[src/verilog/midi_cc_defs.vh]
// constants for the control-change mapper: offsets, fields, codes, resets
// assumes inclusion by the mapper and the testbench; definitions, no logic
`ifndef MIDI_CC_DEFS_VH
`define MIDI_CC_DEFS_VH
// ----------------------------------------------------------------------
// register byte offsets
// ----------------------------------------------------------------------
`define REG_MODE_CFG 6'h00
`define REG_EVENT 6'h04
`define REG_OPERATE 6'h08
`define REG_TRACK_SEL 6'h0c
`define REG_TRACK_CFG 6'h10
`define REG_TRACK_SET 6'h14
`define REG_TRACK_VAL 6'h18
`define REG_SEND_VAL 6'h1c
`define REG_GLOBAL_VAL 6'h20
// ----------------------------------------------------------------------
// field positions
// ----------------------------------------------------------------------
`define MC_MODE 2:0
`define MC_GCH 7:4
`define MC_FXCH 11:8
`define MC_OSC 18:12
`define MC_GRP 22:20
`define EV_SONG_RESEL 0
`define EV_MEASURE 1
`define EV_SONG_START 2
`define EV_COMBI_RESEL 3
`define OP_CC 6:0
`define OP_VAL 14:8
`define OP_TRK 19:16
`define TC_STATUS 1:0
`define TC_STICK 2
`define TC_GLIDE 3
`define TC_RANDOM 4
`define TC_SVOL 14:8
`define TS_WHICH 1:0
`define TS_VAL 14:8
// ----------------------------------------------------------------------
// modes and routing status
// ----------------------------------------------------------------------
`define MODE_PROG 3'h0
`define MODE_COMBI 3'h1
`define MODE_SEQ 3'h2
`define MODE_SONG 3'h3
`define MODE_SAMP 3'h4
`define ST_INTERNAL_ONLY 2'h0
`define ST_BOTH_PORTS 2'h1
`define ST_EXTERNAL_ONLY 2'h2
`define ST_EXTERNAL_ALT 2'h3
`define SET_VOL 2'h0
`define SET_PAN 2'h1
`define SET_PTIME 2'h2
`define SET_PSW 2'h3
// ----------------------------------------------------------------------
// controller numbers and values
// ----------------------------------------------------------------------
`define STATUS_CC 4'hb
`define CC_MOD2 7'h02
`define CC_PORT_TIME 7'h05
`define CC_VOLUME 7'h07
`define CC_POST_PAN 7'h08
`define CC_PAN 7'h0a
`define CC_EXPR 7'h0b
`define CC_FX_CTL1 7'h0c
`define CC_FX_CTL2 7'h0d
`define CC_GLIDE_SW 7'h41
`define CC_SEND_TWO 7'h5b
`define CC_GRP_INS 7'h5c
`define CC_SEND_ONE 7'h5d
`define CC_GRP_MST1 7'h5e
`define CC_GRP_MST2 7'h5f
`define VAL_MAX 7'h7f
`define VAL_OFF 7'h00
`define SW_ON_MIN 7'h40
`define RST_VOLUME 7'h64
`define RST_CENTRE 7'h40
`define MSG_BYTES 2'h3
`endif
[src/verilog/midi_cc_control_mapper.v]
// control-change mapper: local controllers and received bytes to levels
// assumes byte-wide rx/tx links clocked by I_CLK; Avalon-MM master outside
//
// Behaviour
// stick down sends and receives cc 02
// stick enable gates cc 02 per track
// cc 05 sets glide rate both ways
// glide switch sends 127 on, 0 off
// received glide switch: <=63 off, >=64 on
// glide switch enable gates cc 65 per track
// sequencer resends glide time and switch
// cc 07 volume both ways
// cc 11 expression both ways
// level is volume times expression
// song reselect reloads volume, expression maximum
// combination reselect sends volume, external tracks
// sequencer volume resend on change or reselect
// cc 10 pan, 0 left 64 centre
// pan resend, random pan never sent
// cc 08 sets post insert effect pan
// post pan channel depends on mode
// cc 12 and 13 drive dynamic modulation
// cc 91 and 93 set effect sends
// send level is value times oscillator send outside program and sampling modes, value times 128 in those two
// group disable sends 0, enable sends 127
// received group cc: 0 off, else restore
// receive internal/both, transmit both/external tracks
// message is status, controller, value bytes
// numbers and values are seven bits
`timescale 1ns/1ps
`include "midi_cc_defs.vh"
module midi_cc_control_mapper (
    input wire I_CLK,
    input wire I_RST_N,
    input wire [5:0] I_AVS_ADDRESS,
    input wire I_AVS_READ,
    input wire I_AVS_WRITE,
    input wire [31:0] I_AVS_WRITEDATA,
    input wire [3:0] I_AVS_BYTEENABLE,
    output reg [31:0] O_AVS_READDATA,
    output wire O_AVS_WAITREQUEST,
    input wire [7:0] I_RX_DATA,
    input wire I_RX_VALID,
    output reg [7:0] O_TX_DATA,
    output reg O_TX_VALID,
    input wire I_TX_READY
);

// ----------------------------------------------------------------------
// helpers
// ----------------------------------------------------------------------
function is_ext;
    input [1:0] s;
    is_ext = (s != `ST_INTERNAL_ONLY);
endfunction

function gated;
    input [2:0] m;
    gated = (m == `MODE_COMBI) || (m == `MODE_SEQ);
endfunction

function global_mode;
    input [2:0] m;
    global_mode = (m == `MODE_PROG) || (m == `MODE_SAMP);
endfunction

function [6:0] sw_val;
    input on;
    sw_val = on ? `VAL_MAX : `VAL_OFF;
endfunction

function [13:0] mul7;
    input [6:0] a;
    input [6:0] b;
    mul7 = a * b;
endfunction

// ----------------------------------------------------------------------
// state
// ----------------------------------------------------------------------
reg [2:0] mode;
reg [3:0] gch;
reg [3:0] fxch;
reg [6:0] osc_send;
reg [2:0] grp_dis;
reg [2:0] grp_pend;
reg [3:0] sel;
reg [6:0] post_pan;
reg [6:0] fx_ctl1;
reg [6:0] fx_ctl2;
reg rd_ack;

reg [1:0] st [0:15];
reg stk_en [0:15];
reg gl_en [0:15];
reg rnd [0:15];
reg [6:0] svol [0:15];
reg [6:0] vol [0:15];
reg [6:0] expr [0:15];
reg [6:0] pan [0:15];
reg [6:0] ptime [0:15];
reg psw [0:15];
reg [6:0] mod2 [0:15];
reg [6:0] send1 [0:15];
reg [6:0] send2 [0:15];

reg rx_have;
reg rx_phase;
reg [3:0] rx_ch;
reg [6:0] rx_cc;
reg rx_fire;
reg [3:0] rxf_ch;
reg [6:0] rxf_cc;
reg [6:0] rxf_val;

reg [1:0] tx_cnt;
reg [6:0] tx_cc;
reg [6:0] tx_val;

reg wk_busy;
reg [3:0] wk_trk;
reg [3:0] wk_end;
reg [1:0] wk_item;
reg wk_vol;
reg wk_pan;
reg wk_port;
reg wk_combi;

integer i;

// ----------------------------------------------------------------------
// bus decode
// ----------------------------------------------------------------------
wire tx_busy = (tx_cnt != 2'h0);
wire busy_cmd = tx_busy | wk_busy | (|grp_pend) | rx_fire;
wire cmd_addr = (I_AVS_ADDRESS == `REG_OPERATE) ||
    (I_AVS_ADDRESS == `REG_EVENT) || (I_AVS_ADDRESS == `REG_TRACK_SET);
wire stall_w = cmd_addr & busy_cmd;
// a command write waits until the link and resend walker are idle
assign O_AVS_WAITREQUEST = I_AVS_READ ? ~rd_ack :
    (I_AVS_WRITE & stall_w);
wire wr = I_AVS_WRITE & ~I_AVS_READ & ~stall_w &
    (I_AVS_BYTEENABLE == 4'hf);
wire [31:0] wd = I_AVS_WRITEDATA;
wire wr_mc = wr & (I_AVS_ADDRESS == `REG_MODE_CFG);
wire wr_ev = wr & (I_AVS_ADDRESS == `REG_EVENT);
wire wr_op = wr & (I_AVS_ADDRESS == `REG_OPERATE);
wire wr_tc = wr & (I_AVS_ADDRESS == `REG_TRACK_CFG);
wire wr_ts = wr & (I_AVS_ADDRESS == `REG_TRACK_SET);

// ----------------------------------------------------------------------
// local controller operation
// ----------------------------------------------------------------------
wire [6:0] op_cc = wd[`OP_CC];
wire [6:0] op_val = wd[`OP_VAL];
wire [3:0] op_trk = global_mode(mode) ? gch : wd[`OP_TRK];
wire [3:0] op_ch = (!global_mode(mode) && op_cc == `CC_POST_PAN) ?
    fxch : op_trk;
reg op_gate;
always @* begin
    op_gate = 1'b1;
    if (op_cc == `CC_MOD2)
        op_gate = !gated(mode) || stk_en[op_trk];
    else if (op_cc == `CC_GLIDE_SW)
        op_gate = !gated(mode) || gl_en[op_trk];
end
wire op_grp = (op_cc == `CC_GRP_INS) || (op_cc == `CC_GRP_MST1) ||
    (op_cc == `CC_GRP_MST2);
// group codes come from the mode register only, never from a controller
wire op_fire = wr_op & !op_grp & op_gate;
wire op_send = op_fire & (global_mode(mode) || is_ext(st[op_trk]));
wire [6:0] op_txval = (op_cc == `CC_GLIDE_SW) ?
    sw_val(op_val >= `SW_ON_MIN) : op_val;

// ----------------------------------------------------------------------
// apply: received message has priority, local writes stall meanwhile
// ----------------------------------------------------------------------
wire ap_rx = rx_fire;
wire ap_fire = rx_fire | op_fire;
wire [3:0] ap_trk = ap_rx ? rxf_ch : op_trk;
wire [6:0] ap_cc = ap_rx ? rxf_cc : op_cc;
wire [6:0] ap_val = ap_rx ? rxf_val : op_val;
wire rx_trk_ok = global_mode(mode) ? (rxf_ch == gch) :
    (st[rxf_ch] == `ST_INTERNAL_ONLY || st[rxf_ch] == `ST_BOTH_PORTS);
reg ap_ok;
always @* begin
    ap_ok = !ap_rx || rx_trk_ok;
    if (ap_cc == `CC_MOD2)
        ap_ok = ap_ok && (!gated(mode) || stk_en[ap_trk]);
    else if (ap_cc == `CC_GLIDE_SW)
        ap_ok = ap_ok && (!gated(mode) || gl_en[ap_trk]);
    else if (ap_cc == `CC_POST_PAN)
        ap_ok = !ap_rx ||
            rxf_ch == (global_mode(mode) ? gch : fxch);
end
wire grp_rx = rx_fire && rxf_ch == gch;

// ----------------------------------------------------------------------
// resend walker item selection
// ----------------------------------------------------------------------
wire [1:0] wk_st = st[wk_trk];
wire wk_ok = wk_combi ? (wk_st == `ST_EXTERNAL_ONLY ||
    wk_st == `ST_EXTERNAL_ALT) : is_ext(wk_st);
reg wk_e;
reg [6:0] wk_cc;
reg [6:0] wk_v;
always @* begin
    case (wk_item)
    2'h0: begin
        wk_e = wk_vol;
        wk_cc = `CC_VOLUME;
        wk_v = vol[wk_trk];
    end
    2'h1: begin
        wk_e = wk_pan && !rnd[wk_trk];
        wk_cc = `CC_PAN;
        wk_v = pan[wk_trk];
    end
    2'h2: begin
        wk_e = wk_port;
        wk_cc = `CC_PORT_TIME;
        wk_v = ptime[wk_trk];
    end
    default: begin
        wk_e = wk_port && (!gated(mode) || gl_en[wk_trk]);
        wk_cc = `CC_GLIDE_SW;
        wk_v = sw_val(psw[wk_trk]);
    end
    endcase
end
wire wk_go = wk_busy & !tx_busy & !(|grp_pend);
wire wk_emit = wk_go & wk_e & wk_ok;

// ----------------------------------------------------------------------
// event decoding into walker passes
// ----------------------------------------------------------------------
wire seq = (mode == `MODE_SEQ);
wire ev_sr = wr_ev & wd[`EV_SONG_RESEL];
wire ev_ms = wr_ev & wd[`EV_MEASURE];
wire ev_ss = wr_ev & wd[`EV_SONG_START];
wire ev_cr = wr_ev & wd[`EV_COMBI_RESEL] & (mode == `MODE_COMBI);
wire sq_sp = seq || (mode == `MODE_SONG);
wire ts_vol = wr_ts && wd[`TS_WHICH] == `SET_VOL && sq_sp;
wire ts_pan = wr_ts && wd[`TS_WHICH] == `SET_PAN && sq_sp;
wire ts_port = wr_ts && wd[`TS_WHICH] >= `SET_PTIME && seq;
wire all_vol = ((ev_sr || ev_ss) && seq) || (ev_sr && mode == `MODE_SONG)
    || ev_cr;
wire all_pan = (ev_sr || ev_ms || ev_ss) && seq;
wire all_port = (ev_sr || ev_ms || ev_ss) && seq;
wire all_go = all_vol | all_pan | all_port;
wire one_go = ts_vol | ts_pan | ts_port;

always @(posedge I_CLK or negedge I_RST_N) begin
    if (!I_RST_N) begin
        wk_busy <= 1'b0;
        wk_trk <= 4'h0;
        wk_end <= 4'h0;
        wk_item <= 2'h0;
        wk_vol <= 1'b0;
        wk_pan <= 1'b0;
        wk_port <= 1'b0;
        wk_combi <= 1'b0;
    end else if (all_go || one_go) begin
        wk_busy <= 1'b1;
        wk_trk <= all_go ? 4'h0 : sel;
        wk_end <= all_go ? 4'hf : sel;
        wk_item <= 2'h0;
        wk_vol <= all_vol | ts_vol;
        wk_pan <= all_pan | ts_pan;
        wk_port <= all_port | ts_port;
        wk_combi <= ev_cr;
    end else if (wk_go) begin
        wk_item <= wk_item + 2'h1;
        if (wk_item == 2'h3) begin
            wk_trk <= wk_trk + 4'h1;
            if (wk_trk == wk_end)
                wk_busy <= 1'b0;
        end
    end
end

// ----------------------------------------------------------------------
// transmit: three bytes per message, group changes first
// ----------------------------------------------------------------------
wire grp_go = (|grp_pend) & !tx_busy;
wire [1:0] grp_b = grp_pend[0] ? 2'h0 : (grp_pend[1] ? 2'h1 : 2'h2);
wire [6:0] grp_cc = (grp_b == 2'h0) ? `CC_GRP_INS :
    ((grp_b == 2'h1) ? `CC_GRP_MST1 : `CC_GRP_MST2);
wire [2:0] grp_clr = grp_go ? (3'h1 << grp_b) : 3'h0;
wire [2:0] grp_set = wr_mc ? (wd[`MC_GRP] ^ grp_dis) : 3'h0;
wire tx_step = O_TX_VALID & I_TX_READY;

always @(posedge I_CLK or negedge I_RST_N) begin
    if (!I_RST_N) begin
        tx_cnt <= 2'h0;
        tx_cc <= 7'h00;
        tx_val <= 7'h00;
        O_TX_DATA <= 8'h00;
        O_TX_VALID <= 1'b0;
        grp_pend <= 3'h0;
    end else begin
        grp_pend <= (grp_pend & ~grp_clr) | grp_set;
        if (grp_go || op_send || wk_emit) begin
            tx_cnt <= `MSG_BYTES;
            O_TX_VALID <= 1'b1;
            if (grp_go) begin
                tx_cc <= grp_cc;
                tx_val <= sw_val(!grp_dis[grp_b]);
                O_TX_DATA <= {`STATUS_CC, gch};
            end else if (op_send) begin
                tx_cc <= op_cc;
                tx_val <= op_txval;
                O_TX_DATA <= {`STATUS_CC, op_ch};
            end else begin
                tx_cc <= wk_cc;
                tx_val <= wk_v;
                O_TX_DATA <= {`STATUS_CC, wk_trk};
            end
        end else if (tx_step) begin
            tx_cnt <= tx_cnt - 2'h1;
            O_TX_VALID <= (tx_cnt != 2'h1);
            O_TX_DATA <= (tx_cnt == 2'h3) ? {1'b0, tx_cc} :
                {1'b0, tx_val};
        end
    end
end

// ----------------------------------------------------------------------
// receive parser with running status
// ----------------------------------------------------------------------
always @(posedge I_CLK or negedge I_RST_N) begin
    if (!I_RST_N) begin
        rx_have <= 1'b0;
        rx_phase <= 1'b0;
        rx_ch <= 4'h0;
        rx_cc <= 7'h00;
        rx_fire <= 1'b0;
        rxf_ch <= 4'h0;
        rxf_cc <= 7'h00;
        rxf_val <= 7'h00;
    end else begin
        rx_fire <= 1'b0;
        if (I_RX_VALID) begin
            if (I_RX_DATA[7]) begin
                // real-time bytes may interleave and leave state alone
                if (I_RX_DATA[7:3] != 5'h1f) begin
                    rx_have <= (I_RX_DATA[7:4] == `STATUS_CC);
                    rx_ch <= I_RX_DATA[3:0];
                    rx_phase <= 1'b0;
                end
            end else if (rx_have) begin
                if (!rx_phase) begin
                    rx_cc <= I_RX_DATA[6:0];
                    rx_phase <= 1'b1;
                end else begin
                    rx_fire <= 1'b1;
                    rxf_ch <= rx_ch;
                    rxf_cc <= rx_cc;
                    rxf_val <= I_RX_DATA[6:0];
                    rx_phase <= 1'b0;
                end
            end
        end
    end
end

// ----------------------------------------------------------------------
// configuration and controller state
// ----------------------------------------------------------------------
always @(posedge I_CLK or negedge I_RST_N) begin
    if (!I_RST_N) begin
        mode <= `MODE_PROG;
        gch <= 4'h0;
        fxch <= 4'h0;
        osc_send <= `VAL_MAX;
        grp_dis <= 3'h0;
        sel <= 4'h0;
        post_pan <= `RST_CENTRE;
        fx_ctl1 <= `VAL_OFF;
        fx_ctl2 <= `VAL_OFF;
        for (i = 0; i < 16; i = i + 1) begin
            st[i] <= `ST_INTERNAL_ONLY;
            stk_en[i] <= 1'b1;
            gl_en[i] <= 1'b1;
            rnd[i] <= 1'b0;
            svol[i] <= `RST_VOLUME;
            vol[i] <= `RST_VOLUME;
            expr[i] <= `VAL_MAX;
            pan[i] <= `RST_CENTRE;
            ptime[i] <= `VAL_OFF;
            psw[i] <= 1'b0;
            mod2[i] <= `VAL_OFF;
            send1[i] <= `VAL_OFF;
            send2[i] <= `VAL_OFF;
        end
    end else begin
        if (wr_mc) begin
            mode <= wd[`MC_MODE];
            gch <= wd[`MC_GCH];
            fxch <= wd[`MC_FXCH];
            osc_send <= wd[`MC_OSC];
        end
        if (wr & (I_AVS_ADDRESS == `REG_TRACK_SEL))
            sel <= wd[3:0];
        if (wr_tc) begin
            st[sel] <= wd[`TC_STATUS];
            stk_en[sel] <= wd[`TC_STICK];
            gl_en[sel] <= wd[`TC_GLIDE];
            rnd[sel] <= wd[`TC_RANDOM];
            svol[sel] <= wd[`TC_SVOL];
        end
        if (ev_sr || ev_ss) begin
            for (i = 0; i < 16; i = i + 1) begin
                vol[i] <= svol[i];
                expr[i] <= `VAL_MAX;
            end
        end
        if (wr_ts) begin
            case (wd[`TS_WHICH])
            `SET_VOL: vol[sel] <= wd[`TS_VAL];
            `SET_PAN: pan[sel] <= wd[`TS_VAL];
            `SET_PTIME: ptime[sel] <= wd[`TS_VAL];
            default: psw[sel] <= (wd[`TS_VAL] >= `SW_ON_MIN);
            endcase
        end
        if (wr_mc)
            grp_dis <= wd[`MC_GRP];
        if (grp_rx) begin
            case (rxf_cc)
            `CC_GRP_INS: grp_dis[0] <= (rxf_val == `VAL_OFF);
            `CC_GRP_MST1: grp_dis[1] <= (rxf_val == `VAL_OFF);
            `CC_GRP_MST2: grp_dis[2] <= (rxf_val == `VAL_OFF);
            default: ;
            endcase
        end
        if (ap_fire && ap_ok) begin
            case (ap_cc)
            `CC_MOD2: mod2[ap_trk] <= ap_val;
            `CC_PORT_TIME: ptime[ap_trk] <= ap_val;
            `CC_GLIDE_SW: psw[ap_trk] <= (ap_val >= `SW_ON_MIN);
            `CC_VOLUME: vol[ap_trk] <= ap_val;
            `CC_EXPR: expr[ap_trk] <= ap_val;
            `CC_PAN: pan[ap_trk] <= ap_val;
            `CC_POST_PAN: post_pan <= ap_val;
            `CC_FX_CTL1: fx_ctl1 <= ap_val;
            `CC_FX_CTL2: fx_ctl2 <= ap_val;
            `CC_SEND_ONE: send1[ap_trk] <= ap_val;
            `CC_SEND_TWO: send2[ap_trk] <= ap_val;
            default: ;
            endcase
        end
    end
end

// ----------------------------------------------------------------------
// readback; reads answer on the second edge
// ----------------------------------------------------------------------
wire [13:0] level = mul7(vol[sel], expr[sel]);
wire scaled = !global_mode(mode);
wire [13:0] eff1 = scaled ? mul7(send1[sel], osc_send) :
    {send1[sel], 7'h00};
wire [13:0] eff2 = scaled ? mul7(send2[sel], osc_send) :
    {send2[sel], 7'h00};
reg [31:0] rdata;
always @* begin
    rdata = 32'h0;
    case (I_AVS_ADDRESS)
    `REG_MODE_CFG: begin
        rdata[`MC_MODE] = mode;
        rdata[`MC_GCH] = gch;
        rdata[`MC_FXCH] = fxch;
        rdata[`MC_OSC] = osc_send;
        rdata[`MC_GRP] = grp_dis;
    end
    `REG_EVENT: rdata[1:0] = {tx_busy, wk_busy};
    `REG_TRACK_SEL: rdata[3:0] = sel;
    `REG_TRACK_CFG: begin
        rdata[`TC_STATUS] = st[sel];
        rdata[`TC_STICK] = stk_en[sel];
        rdata[`TC_GLIDE] = gl_en[sel];
        rdata[`TC_RANDOM] = rnd[sel];
        rdata[`TC_SVOL] = svol[sel];
    end
    `REG_TRACK_SET: rdata = {1'b0, pan[sel], 1'b0, expr[sel],
        1'b0, vol[sel], 8'h00};
    `REG_TRACK_VAL: rdata = {1'b0, ptime[sel], 1'b0, mod2[sel],
        1'b0, psw[sel], level};
    `REG_SEND_VAL: rdata = {2'h0, eff2, 2'h0, eff1};
    `REG_GLOBAL_VAL: rdata = {5'h0, grp_dis, 1'b0, fx_ctl2,
        1'b0, fx_ctl1, 1'b0, post_pan};
    default: rdata = 32'h0;
    endcase
end

always @(posedge I_CLK or negedge I_RST_N) begin
    if (!I_RST_N) begin
        rd_ack <= 1'b0;
        O_AVS_READDATA <= 32'h0;
    end else begin
        rd_ack <= I_AVS_READ & ~rd_ack;
        if (I_AVS_READ & ~rd_ack)
            O_AVS_READDATA <= rdata;
    end
end

endmodule // midi_cc_control_mapper

[config.mk]
export PLATFORM = sky130hd
export DESIGN_NAME = midi_cc_control_mapper
export DESIGN_NICKNAME = d
export VERILOG_FILES = /design/src/verilog/midi_cc_control_mapper.v
export VERILOG_INCLUDE_DIRS = /design/src /design/src/verilog
export SDC_FILE = /design/constraint.sdc
export NUM_CORES = 2
export LEC_CHECK = 0
export BUFFER_PORTS_ARGS = -buffer_cell sky130_fd_sc_hd__buf_2
export CELL_PAD_IN_SITES_DETAIL_PLACEMENT = 0
export CELL_PAD_IN_SITES_GLOBAL_PLACEMENT = 1
export CORE_MARGIN = 5
export CORE_UTILIZATION = 57
export DETAILED_ROUTE_END_ITERATION = 12
export PLACE_DENSITY_LB_ADDON = 0.15
export SLEW_MARGIN = 15
export SYNTH_ARGS = -nofsm -noshare
export SYNTH_HDL_FRONTEND = slang
export SYNTH_SLANG_ARGS = --single-unit
[constraint.sdc]
create_clock -name I_CLK -period 11.25 [get_ports I_CLK]
set_clock_uncertainty 0.05 [all_clocks]
set_input_delay 0.5625 -clock I_CLK [delete_from_list [all_inputs] [get_ports I_CLK]]
set_output_delay 0.5625 -clock I_CLK [all_outputs]
set_load 0.005 [all_outputs]
# Word level (Yosys, flattened, before mapping)
# Index checks and enable logic that the tools add are counted.
# W data, S select, Z words.
[totals]
reg_bits = 1146
input_bits = 56
output_inout_bits = 42
[op_classes]
n_addsub = 3
mul = 3
n_lt_le_gt_ge = 11
eq_ne = 50
n_shift = 1
n_mux = 203
n_bitwise = 51
n_reduce_logical = 79
[op_table]
columns = ["cell", "n"]
rows = [
  ["$mux W112", 16],
  ["$bwmux W112", 11],
  ["$bmux W7 S4", 11],
  ["$mux W7", 35],
  ["$bwmux W16", 5],
  ["$eq A7 B7 Y1 const B", 10],
  ["$mux W16", 4],
  ["$demux W7 S4", 2],
  ["$mux W1", 51],
  ["$bmux W1 S4", 11],
  ["$mux W4", 11],
  ["$eq A7 B4 Y1 const B", 6],
  ["$mul A7 B7 Y14", 3],
  ["$pmux W7 S3", 2],
  ["$pmux W7 S6", 1],
  ["$bmux W2 S4", 4],
  ["$bwmux W32", 1],
  ["$mux W2", 16],
  ["$pmux W8 S4", 1],
  ["$mux W14", 2],
  ["$and A1 B1 Y1", 26],
  ["$ge A5 B5 Y1 const B", 5],
  ["$logic_or A1 B1 Y1", 25],
  ["$not A4 Y5", 5],
  ["other kinds (53)", 137],
]

# Longest topological paths before layout
[logic_depth]
ltp_word = 19
mapped_depth = 24

# Least setup slack after synthesis
# Ideal clock, no wire load.
[synth_path]
path_kind = "register to register"
start = "register sel[0]"
end = "register O_AVS_READDATA[13]"
t_arrival_ps = 6537
path_slack_ps = 4521
path_stages_with_launch = 23
n_path_buf = 3
cell_sequence = "dfrtp_1 > buf_2 > buf_1 > buf_1 > mux4_2 > mux4_2 > nand2_1 > fa_1 > fa_1 > inv_1 > fa_1 > inv_1 > fa_1 > inv_1 > ha_1 > a2111oi_0 > o41ai_1 > a21o_1 > a2111oi_0 > nor3_1 > xnor2_1 > a221oi_1 > a21oi_1"
[synth_via]
elab_chain_len = 7
word_cells_on_any_way = 17
classes_between = "mul: 2; mux: 14; bitwise: 1"
[synth_lines]
columns = ["element", "line", "text"]
rows = [
  ["from (decl)", "midi_cc_control_mapper.v:87", "reg [3:0] sel;"],
  ["from (signal assigned)", "midi_cc_control_mapper.v:404", "sel <= wd[3:0];"],
  ["$not A4 Y5 (implied by the code) (*)", "--", ""],
  ["$bmux W7 S4", "midi_cc_control_mapper.v:460, midi_cc_control_mapper.v:461", ""],
  ["$mux W7 (implied by the code) (2 in a row)", "midi_cc_control_mapper.v:460, midi_cc_control_mapper.v:461", ""],
  ["$mul A7 B7 Y14", "midi_cc_control_mapper.v:75", "mul7 = a * b;"],
  ["$mux W14", "midi_cc_control_mapper.v:460", "wire [13:0] eff1 = scaled ? mul7(send1[sel], osc_send) :"],
  ["$pmux W7 S6 (*)", "midi_cc_control_mapper.v:467", "case (I_AVS_ADDRESS)"],
  ["to (signal assigned)", "midi_cc_control_mapper.v:502", "O_AVS_READDATA <= rdata;"],
  ["to (decl)", "midi_cc_control_mapper.v:40", "output reg [31:0] O_AVS_READDATA,"],
]
# Mark *: on every way between the ends. The rest lies on a longest branch, timed or not. The select of a mux whose other input is x is not followed.
# A chain may end at the register's enable or synchronous reset.

# Worst setup path after layout
[layout_path]
start = "register sel[1]"
end = "register O_AVS_READDATA[13]"
# The elaborated chain is that of the path after synthesis.

==> impl_results.md <==
* Status: finished clean
* Synth Area per Inst at 11.66 sq um
* Nets@finish at approximately 5800
* First-pass GRT wire length at ~320000 um
* Post-DP HPWL at 137500 um
* Setup TNS at 0 ns
* Yosys Warn Count at 0
* Initial antenna violation count at 7
* EDFF count, synth at 0
* Antenna Nets Post-Route at 0
* Die Width at about 350 um
* Commonest non-fill, non-tap cells in the layout: 872 x dfrtp_1, 688 x nand2_1, 594 x mux2i_1
* Fmax at 130.8 MHz
* Root Buffer: clkbuf_16
* Clock sinks at 1145
* Clock buffer depth at 3
* Cell row count at 125
* Setup violation total in the final timing report at 0
* VDD IR-drop max at 0.1510 mV
* CTS tree: built
* Top_reg_cell synth: dfrtp_1
* Slew Limit Fails at 0
* Worst r2r src: sel[1]
* IO buf count at 87
* CP required at 11.79 ns
* Reg clk slew, reported paths at 0.06 ns
* Post-place setup slack at 3.684 ns
* Pleak at 33.31 nW
* Clock Latency Late Sink at 0.77 ns
* Final Hold Fails at 0
* GRT Util Overall at between 30 and 40%
* Finished Layout Cells at about 7200
* Largest net degree at the start of global routing at 168
* Vias in the first global route at 47480
* Grt met1 use at 47.99%
* Sw Share at 26.94%
* DRT iter0 DRCs at between 5000 and 6000
* Post-synthesis sequential area ratio at 43.48%
* Die H at 352.0 um
* Core Region at 116200 sq um
* CP startpoint: sel[1]
* Fin crit period at around 7.6 ns
* Via count at 47934
* Cells after Synth at 5714
* Met3 Usage GRT at 8.005%
* Area Growth Syn to Fin at 8.825%
* Layout cell share with drive strength beyond 1 at between 20% and 30%
* Period Utilization, post-route at between 60% and 70%
* Initial Util at 57.36%
* DR vias/cell at ~6.7
* Clk network pwr share at around 45%
* Post-synthesis net count at 5947
* Drt pass-1 iters at 6
* Grt peak-use layer: met2
* Critical Path Source Type: flip-flop
* Cell Area, Synth at 66650 sq um
* DR DRC count at 0
* Worst-Margin Slew at 1.302 ns
* HP Start: I_RX_DATA[5]
* CP max FO at 57
* Max_cap viols at 0
* Avg WL per Cell at 29.30 um
* Multi-input logic area at 35580 sq um
* CP endpoint kind: flip-flop
* RSZ-0062 raised after global routing: no
* Reg area at 29010 sq um
* Sequential power share at 44.6%
* PwrDens at 133.6 nW/um^2
* Total gr overflow at 0
* Commonest non-fill, non-tap cell in the layout: dfrtp_1
* H-tree depth at 4
* Async SR Flop Fraction at 100.0%
* Min Hold Slack at about 0.048 ns
* Placed cells at 6935
* Num CTS Buffers at 131
* P_sw at 2.610 mW
* Crit Path Class: reg -> reg
* Synth cell types at 93
* Synth Register Bits at 1145
* Die footprint at about 120000 sq um
* Final Worst Setup Slack at 3.608 ns
* HP Class: in -> reg
* Arr. time, crit path at between 8 and 9 ns
* Logic pwr share at around a tenth
* IO Count at 98
* P_int at 7.078 mW
* Met2 GRT Util at 50.13%
* GPL Wtd Cong at between 0.9 and 1
* Post-CTS Setup Bufs at 0
* Worst slew margin at 13.13%
* Fillers at ~9200
* Routed WL at 210600 um
## worst paths after layout
kind,end,slack [ns],cells past startpoint
hold / removal,rx_cc[5],0.05,2
min in group asynchronous,mod2[35],0.40,2
max in group asynchronous,pan[7],8.01,5
hold reg to reg,rxf_cc[4],0.42,2
setup reg to reg,O_AVS_READDATA[13],3.61,19
setup / recovery,O_AVS_READDATA[13],3.61,19
## state kept, by name, indices dropped and copies added, names as in the netlist, 31 cells and up
signal / cells
vol: 112
expr: 112
send2: 112
pan: 112
O_AVS_READDATA: 31
ptime: 112
svol: 112
mod2: 112
st: 32
send1: 112
## power groups by stage
stage	Combinational [mW]	Clock, mW	Sequential (mW)
final	1.03	4.34	4.32
after global routing	1.10	4.57	4.33
after CTS	1.03	4.40	4.32
after detailed placement	1.02	0	4.39
after global placement	1.01	0	4.39
after floorplan	0.668	0	4.31
## stage by stage
step | cell area (sq um) | utilization [%] | total power, mW
2_1_floorplan | 66650 | - | 4.980
3_3_place_gp | 68060 | 58.57 | 5.398
3_5_place_dp | 68070 | 58.57 | 5.411
4_1_cts | 72500 | 62.39 | 9.742
5_1_grt | 72530 | 62.41 | 10.00
6_report | 72530 | 62.42 | 9.688
## timing repair
| action | 4_1_cts | 5_1_grt |
|---|---|---|
| hold endpoints to repair | 66 | 0 |
| gates resized for setup | 0 | 0 |
| hold buffers | 8 | 0 |
## kinds of logic (layout without fill, tap and decap cells)
family	Yosys count	after routing	share of synthesized area (%)
buffers and inverters	578	524	3.482
flip-flops	1145	1145	43.48
multiplexers	1385	1385	29.85
other	1	4	0.005626
adder cells (fa/ha/maj)	177	177	4.134
AO/OA/AOI/OAI	977	977	8.823
AND/OR/NAND/NOR	1404	1404	9.604
XOR/XNOR	47	47	0.6176
## Yosys cell counts, types with 26 or more instances
cell	n	area share [%]
dfrtp_1	881	33
nand2_1	688	3.9
mux2i_1	601	9.0
mux4_2	445	15
o21ai_0	440	3.3
clkbuf_1	338	1.9
nor2_1	327	1.8
dfstp_2	264	10
mux2_2	229	3.9
a21oi_1	207	1.6
o211ai_1	122	1.4
and2_1	108	1.0
mux2_1	107	1.8
ha_1	105	2.0
inv_1	101	0.57
nand3_1	85	0.64
buf_2	73	0.55
fa_1	72	2.2
buf_1	53	0.30
nor3_1	41	0.31
xnor2_1	33	0.43
a31oi_1	31	0.29
nand2_4	30	0.51
nand2b_1	26	0.24
## worst max-delay path: stages, from the launching register on
cell       delay (ns)
dfrtp_4          0.94
buf_4            0.92
mux4_2           0.66
mux4_2           0.65
and2_1           0.23
fa_1             0.54
inv_1            0.06
fa_1             0.53
inv_1            0.05
fa_1             0.43
ha_1             0.28
ha_1             0.23
a2111oi_0        0.55
nor3_1           0.17
o31ai_1          0.42
nand2b_1         0.10
a21oi_1          0.21
xnor2_1          0.11
a221oi_1         0.24
a21oi_1          0.06
## layout make-up
| type | count | share of cell area, % |
|---|---|---|
| Clock buffer | 196 | 5.230 |
| Sequential cell | 1145 | 39.99 |
| Timing Repair Buffer | 181 | 1.780 |
| Inverter | 103 | 0.5330 |
| Tap cell | 1524 | 2.629 |
| Multi-Input combinational cell | 3991 | 49.05 |
| Clock inverter | 44 | 0.7728 |
| Antenna cell | 3 | 0.01035 |
## metal layers
metal / routed length, um / part of all wire [%]
met1: 86800 / 41
met2: 93180 / 44
met3: 19560 / 9.3
met4: 11020 / 5.2
met5: 51 / 0.024
(Power assumes the default switching activity.)
